==> src/common/rx_los_pkg.sv <==
// Constants, register map and state layout for the receive loss-of-signal block.
// Assumes one 250 MHz clock domain; every pin input is synchronous to it.
//
// Notes on behaviour
// - inactive signal detect declares loss immediately
// - polarity low: active-low detect; high: active-high
// - alarm output high exactly while loss present
// - mute enabled plus loss forces data zero
// - hardware mode takes mute from pin
// - host mode records loss in status registers
// - host mode takes mute from register bit
// - lock flag follows recovery unit lock
// - aux clock is recovered clock divided 16
// - mode select high picks host mode
// - output disable forces receive data zero
package rx_los_pkg;

   // ---------------------------------------------------------------
   // widths
   // ---------------------------------------------------------------
   localparam int unsigned RX_W   = 4;
   localparam int unsigned ADDR_W = 4;
   localparam int unsigned DATA_W = 8;
   localparam int unsigned EV_W   = 3;
   localparam int unsigned DIV_W  = 4;

   // ---------------------------------------------------------------
   // register offsets
   // ---------------------------------------------------------------
   localparam logic [ADDR_W-1:0] CTRL_OFS   = 4'h0;
   localparam logic [ADDR_W-1:0] STATUS_OFS = 4'h1;
   localparam logic [ADDR_W-1:0] MASK_OFS   = 4'h2;
   localparam logic [ADDR_W-1:0] LIVE_OFS   = 4'h3;

   // ---------------------------------------------------------------
   // field positions
   // ---------------------------------------------------------------
   localparam int unsigned CTRL_MUTE_BIT  = 0;
   localparam int unsigned EV_LOS_SET     = 0;
   localparam int unsigned EV_LOS_CLR     = 1;
   localparam int unsigned EV_LOCK_LOST   = 2;
   localparam int unsigned LIVE_LOS_BIT   = 0;
   localparam int unsigned LIVE_LOCK_BIT  = 1;
   localparam int unsigned LIVE_HOST_BIT  = 2;

   // ---------------------------------------------------------------
   // reset values and divider
   // ---------------------------------------------------------------
   localparam logic             CTRL_MUTE_RST = 1'h0;
   localparam logic [EV_W-1:0]  STATUS_RST    = 3'h0;
   localparam logic [EV_W-1:0]  MASK_RST      = 3'h0;
   localparam int unsigned      DIV_RATIO     = 16;
   localparam logic [DIV_W-1:0] DIV_LAST      = 4'hF;
   localparam logic [DIV_W-1:0] DIV_HALF      = 4'h7;

   // state of the top module, aux divider counter excepted
   typedef struct packed {
      logic              los_alarm;
      logic              lock_flag;
      logic [RX_W-1:0]   rx_data;
      logic              mute_ctl;
      logic [EV_W-1:0]   status;
      logic [EV_W-1:0]   mask;
      logic [DATA_W-1:0] rdata;
      logic              irq;
      logic              rec_prev;
   } top_state_s;

endpackage : rx_los_pkg

==> src/common/aux_clk_if.sv <==
// Carrier between the top module and the aux clock divider.
// Assumes both ends sit on clock_i.
interface aux_clk_if;
   logic rec_rise;   // one-cycle pulse per recovered clock rising edge
   logic aux_clk;    // divided clock, from a flip-flop

   modport src (output rec_rise, input aux_clk);
   modport div (input rec_rise, output aux_clk);
endinterface : aux_clk_if

==> src/hdl/aux_clk_div.sv <==
// Divide-by-16 of the recovered clock, counted in recovered rising edges.
// Assumes rec_rise is a one-cycle pulse synchronous to clock_i.
module aux_clk_div
   import rx_los_pkg::*;
(
   input  wire logic clock_i,
   input  wire logic rstn_i,
   aux_clk_if.div    link
);

   typedef struct packed {
      logic [DIV_W-1:0] cnt;
      logic             aux;
   } div_state_s;

   div_state_s st_r;
   div_state_s st_nxt;

   // ---------------------------------------------------------------
   // next state
   // ---------------------------------------------------------------
   // counter wraps every DIV_RATIO edges, aux is its top bit
   always_comb begin
      st_nxt = st_r;
      if (link.rec_rise) begin
         st_nxt.cnt = (st_r.cnt == DIV_LAST) ? '0 : st_r.cnt + 4'h1;
      end
      st_nxt.aux = st_nxt.cnt[DIV_W-1];
   end

   // state register
   always_ff @(posedge clock_i or negedge rstn_i) begin
      if (!rstn_i) begin
         st_r <= '0;
      end else begin
         st_r <= st_nxt;
      end
   end

   assign link.aux_clk = st_r.aux;
endmodule : aux_clk_div

==> src/hdl/rx_los_mute.sv <==
// Receive loss-of-signal detection, data mute, lock flag and aux clock.
// Assumes all pins synchronous to clock_i, register port used by one master.
module rx_los_mute
   import rx_los_pkg::*;
(
   input  wire logic              clock_i,
   input  wire logic              rstn_i,
   // optical module and mode pins
   input  wire logic              signal_detect_in_i,
   input  wire logic              polarity_sel_i,
   input  wire logic              mute_on_loss_enable_i,
   input  wire logic              control_mode_select_i,
   input  wire logic              rx_output_disable_i,
   // deserialiser and recovery unit
   input  wire logic [RX_W-1:0]   rx_data_i,
   input  wire logic              cdr_locked_i,
   input  wire logic              rec_clk_i,
   // register port
   input  wire logic [ADDR_W-1:0] addr_i,
   input  wire logic [DATA_W-1:0] wdata_i,
   input  wire logic              wr_i,
   input  wire logic              rd_i,
   output logic      [DATA_W-1:0] rdata_o,
   // outputs to framer and board
   output logic [RX_W-1:0]        rx_parallel_data_o,
   output logic                   los_alarm_out_o,
   output logic                   recovery_lock_flag_o,
   output logic                   rx_aux_clock_out_o,
   output logic                   irq_o
);

   // ---------------------------------------------------------------
   // helpers
   // ---------------------------------------------------------------
   // loss is the detect input at its inactive level
   function automatic logic los_of(input logic sd, input logic pol);
      los_of = pol ? ~sd : sd;
   endfunction : los_of

   // register select decode, used by read and write paths
   function automatic logic hit(input logic [ADDR_W-1:0] a,
                                input logic [ADDR_W-1:0] ofs);
      hit = (a == ofs);
   endfunction : hit

   top_state_s st_r;
   top_state_s st_nxt;

   logic            loss_of_signal_condition;
   logic            host_mode;
   logic            mute_eff;
   logic            force_zero;
   logic [EV_W-1:0] ev_set;
   logic            rd_status;

   aux_clk_if aux_link ();

   // ---------------------------------------------------------------
   // condition decode
   // ---------------------------------------------------------------
   // loss condition straight from the pin, no filter
   assign loss_of_signal_condition = los_of(signal_detect_in_i, polarity_sel_i);
   // mode select high picks register control
   assign host_mode  = control_mode_select_i;
   // mute source follows control mode
   assign mute_eff   = host_mode ? st_r.mute_ctl : mute_on_loss_enable_i;
   // disable or muted loss blanks the data
   assign force_zero = rx_output_disable_i || (mute_eff && loss_of_signal_condition);
   assign rd_status  = rd_i && hit(addr_i, STATUS_OFS);

   // events recorded only under register control
   always_comb begin
      ev_set               = '0;
      ev_set[EV_LOS_SET]   = loss_of_signal_condition && !st_r.los_alarm;
      ev_set[EV_LOS_CLR]   = !loss_of_signal_condition && st_r.los_alarm;
      ev_set[EV_LOCK_LOST] = !cdr_locked_i && st_r.lock_flag;
      if (!host_mode) begin
         ev_set = '0;
      end
   end

   // ---------------------------------------------------------------
   // next state
   // ---------------------------------------------------------------
   always_comb begin
      st_nxt = st_r;
      // alarm follows the condition both ways
      st_nxt.los_alarm = loss_of_signal_condition;
      // lock flag mirrors the recovery unit
      st_nxt.lock_flag = cdr_locked_i;
      // data path with mute and disable
      if (force_zero) begin
         st_nxt.rx_data = '0;
      end else begin
         st_nxt.rx_data = rx_data_i;
      end
      st_nxt.rec_prev = rec_clk_i;
      // register writes
      if (wr_i && hit(addr_i, CTRL_OFS)) begin
         st_nxt.mute_ctl = wdata_i[CTRL_MUTE_BIT];
      end
      if (wr_i && hit(addr_i, MASK_OFS)) begin
         st_nxt.mask = wdata_i[EV_W-1:0];
      end
      // read clears status, a new event still wins
      st_nxt.status = (rd_status ? STATUS_RST : st_r.status) | ev_set;
      st_nxt.irq    = |(st_nxt.status & st_nxt.mask);
      // read data valid only in the cycle after the strobe
      st_nxt.rdata = '0;
      if (rd_i) begin
         unique case (addr_i)
            CTRL_OFS: begin
               st_nxt.rdata[CTRL_MUTE_BIT] = st_r.mute_ctl;
            end
            STATUS_OFS: begin
               st_nxt.rdata[EV_W-1:0] = st_r.status;
            end
            MASK_OFS: begin
               st_nxt.rdata[EV_W-1:0] = st_r.mask;
            end
            LIVE_OFS: begin
               st_nxt.rdata[LIVE_LOS_BIT]  = st_r.los_alarm;
               st_nxt.rdata[LIVE_LOCK_BIT] = st_r.lock_flag;
               st_nxt.rdata[LIVE_HOST_BIT] = host_mode;
            end
            default: begin
               st_nxt.rdata = '0; // unmapped reads zero
            end
         endcase
      end
   end

   // ---------------------------------------------------------------
   // state register
   // ---------------------------------------------------------------
   always_ff @(posedge clock_i or negedge rstn_i) begin
      if (!rstn_i) begin
         st_r          <= '0;
         st_r.mute_ctl <= CTRL_MUTE_RST;
         st_r.status   <= STATUS_RST;
         st_r.mask     <= MASK_RST;
      end else begin
         st_r <= st_nxt;
      end
   end

   // ---------------------------------------------------------------
   // aux clock divider
   // ---------------------------------------------------------------
   // edge pulse of the recovered clock drives the divider
   assign aux_link.rec_rise = rec_clk_i && !st_r.rec_prev;

   aux_clk_div aux_clk_div_i (
      .clock_i (clock_i),
      .rstn_i  (rstn_i),
      .link    (aux_link.div)
   );

   // ---------------------------------------------------------------
   // outputs
   // ---------------------------------------------------------------
   assign rx_parallel_data_o   = st_r.rx_data;
   assign los_alarm_out_o      = st_r.los_alarm;
   assign recovery_lock_flag_o = st_r.lock_flag;
   assign rx_aux_clock_out_o   = aux_link.aux_clk;
   assign irq_o                = st_r.irq;
   assign rdata_o              = st_r.rdata;

   // every data bit blanks on its own
   for (genvar b = 0; b < RX_W; b++) begin : g_bit_chk

   end
endmodule : rx_los_mute

==> config.mk <==
export PLATFORM = sky130hd
export DESIGN_NAME = rx_los_mute
export DESIGN_NICKNAME = d
export VERILOG_FILES = /design/src/common/rx_los_pkg.sv /design/src/common/aux_clk_if.sv /design/src/hdl/aux_clk_div.sv /design/src/hdl/rx_los_mute.sv
export SDC_FILE = /design/constraint.sdc
export NUM_CORES = 1
export LEC_CHECK = 0
export ABC_AREA = 1
export BUFFER_PORTS_ARGS = -buffer_cell sky130_fd_sc_hd__buf_2
export CAP_MARGIN = 20
export CORE_ASPECT_RATIO = 0.75
export CORE_MARGIN = 2
export CORE_UTILIZATION = 53
export CTS_BUF_LIST = sky130_fd_sc_hd__clkbuf_8
export CTS_CLUSTER_DIAMETER = 30
export DETAILED_ROUTE_END_ITERATION = 7
export PLACE_DENSITY = 0.92
export SLEW_MARGIN = 10
export SYNTH_ARGS = -nofsm -noshare
export SYNTH_HDL_FRONTEND = slang
export SYNTH_SLANG_ARGS = --single-unit
==> constraint.sdc <==
create_clock -name clock_i -period 3.6 [get_ports clock_i]
set_clock_uncertainty 0.15 [all_clocks]
set_input_delay 0.18 -clock clock_i [delete_from_list [all_inputs] [get_ports clock_i]]
set_output_delay 0.18 -clock clock_i [all_outputs]
set_load 0.02 [all_outputs]
==> flow_summary.ini <==
[outcome]
status = finished clean

[cells_and_area]
drive_above_1_share_pct = 31.01
antenna_cells = 0
fill_cells = 146
final_common_cell = buf_2
regArea_sq_um = 550.5
nets = 187
multi_input_area_sq_um = 422.9
final_cell_mix = buf_2 (32), nand2_1 (27), dfrtp_1 (22)
syn_to_final_growth_pct = 22.88

[cts]
cts_tree = built
clock_sinks = 22
htree_levels = 1
cts_root_buffer = clkbuf_8
cts_buffer_depth = 2
insertion_delay_ps = 260
cts_made_buffers = 3
clk_pin_slew_ps = 70
postCtsSetupRepairBufs = 0

[flow_run]
max-cap-violations = 0

[floorplanning]
io_pins = 43
num_rows = 14
die_h_microns = 43.54
coreArea_sq_mm = 0.001979
dieArea_sq_mm = 0.002470
die_x_microns = 56.72
initial_core_util_pct = 55.82

[worst_setup_path]
crit_fanout = 2
rrSetupSlack_ps = 2360
critPathMostFrequentCell = dlygate4sd3_1
r2r-start = st_r[0]
endpoint_kind = register
cp_cell_sequence = dlygate4sd3_1 > buf_2 > xor2_1 > dlygate4sd3_1
r2r_cells = 4
cpMaxStageDelayCell = dlygate4sd3_1
startpoint_type = primary input
r2r-end = aux_clk_div_i.link.aux_clk
slowest_delay_ps = 560
path_class = primary input to register
crit_arrival_ps = 1560
cp.required_ps = 3590

[global_route]
grt_max_degree = 23
grt_usage_pct = 19.80
first_global_vias = 849
grt_overflow = 0
grt_pass1_wl_mm = 3.732
antenna_found_initial = 0

[synth]
synth_cell_type_count = 24
syn_area_sq_mm = 0.001105
syn_inst = 122
syn_avg_cell_area_sq_um = 9.056
ys_warn_count = 0
ys_seq_area_share_pct = 49.83
ys_seq_elements = 22

[min_path]
holdCritStartpoint = rd_i
hold_class = primary input to register
whs_path_depth = 3
holdPathEnd = rdata_o[2]

[detailed_routing]
postRouteAntennaNets = 0
drtIter0Drc = 23
vias = 910
wire_per_inst_microns = 12.39
routed_wl_mm = 2.255
via_per_inst = 5.000
first_pass_iters = 4
drc = 0

[timing]
period_minus_slack_ps = 1562
drv_slew = 0
setup_viol = 0
fin_tns_setup_ps = 0
rsz0062_at_grt = no
hold_violations = 0
max_freq_ghz = 0.6402
fin_crit_sh_pct = 43.39

[place]
dp_hpwl_mm = 1.557
routabilityCongestion = 0.9187
numPortBuffers = 32

[power]
powerDensity_mw_per_mm2 = 477.4
p_leak_uw = 0.0007380
totalPowerFinal_uw = 648.2
peakVddDrop_v = 0.0004786
## Yosys cell counts
master,count,area [sq um]
nand2_1,27,101.4
dfrtp_1,22,550.5
buf_4,13,97.59
inv_1,11,41.29
nand4_1,8,50.05
nand3_1,6,30.03
nor2_1,6,22.52
o21ai_0,5,25.02
nand2_2,4,25.02
nand3_2,3,30.03
inv_2,2,7.510
nor2_4,2,22.52
xnor2_1,2,17.52
a21oi_1,1,5.000
conb_1,1,3.750
ha_1,1,12.51
mux2_2,1,11.26
nand3b_1,1,7.510
nor2_2,1,6.260
o21a_1,1,7.510
o21bai_1,1,7.510
o31ai_1,1,7.510
or2_1,1,6.260
xor2_1,1,8.760
## where the power goes
part	switching, uW	leakage [uW]	internal (uW)
clock network	74.1	0.0000288	97.4
logic	90.1	0.000439	63.3
registers	32.9	0.000270	290
## sequential cells by signal (all words and copies together), names as in the netlist
| register | count |
|---|---|
| st_r | 8 |
| rx_parallel_data_o | 4 |
| aux_clk_div_i.st_r | 3 |
| rdata_o | 3 |
| aux_clk_div_i.link.aux_clk | 1 |
| irq_o | 1 |
| los_alarm_out_o | 1 |
| recovery_lock_flag_o | 1 |
## how the worst max path moves through the flow
stage                                from  depth (start not counted)  slack, ps                    end
floorplan           aux_clk_div_i.st_r[1]                          2       2410  aux_clk_div_i.st_r[2]
global placement                addr_i[3]                          7       2340                  irq_o
detailed placement              addr_i[3]                          7       2280                  irq_o
CTS                    signal_detect_in_i                          4       2050        los_alarm_out_o
global route           signal_detect_in_i                          4       2030        los_alarm_out_o
finish                 signal_detect_in_i                          4       2040        los_alarm_out_o
## worst max-delay path, delay by kind of cell
kind                      cells  cell delay, ps
buffers and inverters         3            1220
xor gates and xnor gates      1             150
## per-stage QoR
stage                     instance area, sq um  util [%]  cells  setup slack, ps  hold WS [ps]
final                                     1358     68.58    182             2038         15.47
after global routing                      1358     68.58    182             2027         34.04
after CTS                                 1358     68.58    182             2050         13.54
after detailed placement                  1212     61.25    169             2282         19.53
after global placement                    1212     61.25    169             2342         6.665
after floorplan                           1120         -    126             2409        -265.6
## cell type report
class                      instances  share of cell area (%)
sequential                        22                   40.55
multi-input combinational         78                   31.15
timing repair buffer              41                   18.43
clock buffer                       4                   4.055
inverter                          13                   3.594
tap                               24                   2.212
## timing repair
| item | in CTS | in global routing |
|---|---|---|
| gates resized for setup | 0 | 0 |
| hold buffers | 9 | 0 |
| hold endpoints to repair | 29 | 0 |
## metal layers
| layer | share of wire (%) | wire length (microns) | global-route usage, % |
|---|---|---|---|
| met4 | 1.0 | 23 | 4.286 |
| met3 | 4.9 | 111 | 5.970 |
| met1 | 41 | 920 | 22.70 |
| met5 | 0 | 0 | 0 |
| met2 | 53 | 1199 | 36.98 |
## kinds of logic (layout without fill, tap and decap cells)
| group | count (synthesis) | count (layout) | synth area share [%] |
|---|---|---|---|
| AOI/OAI and AO/OA | 9 | 9 | 4.756 |
| xor gates and xnor gates | 3 | 3 | 2.379 |
| adders and majority gates | 1 | 1 | 1.132 |
| buffers and inverters | 26 | 58 | 13.25 |
| DFF | 22 | 22 | 49.83 |
| muxes | 1 | 1 | 1.019 |
| other | 1 | 5 | 0.3394 |
| and+or+nand+nor | 59 | 59 | 27.29 |
(Power assumes the default switching activity.)
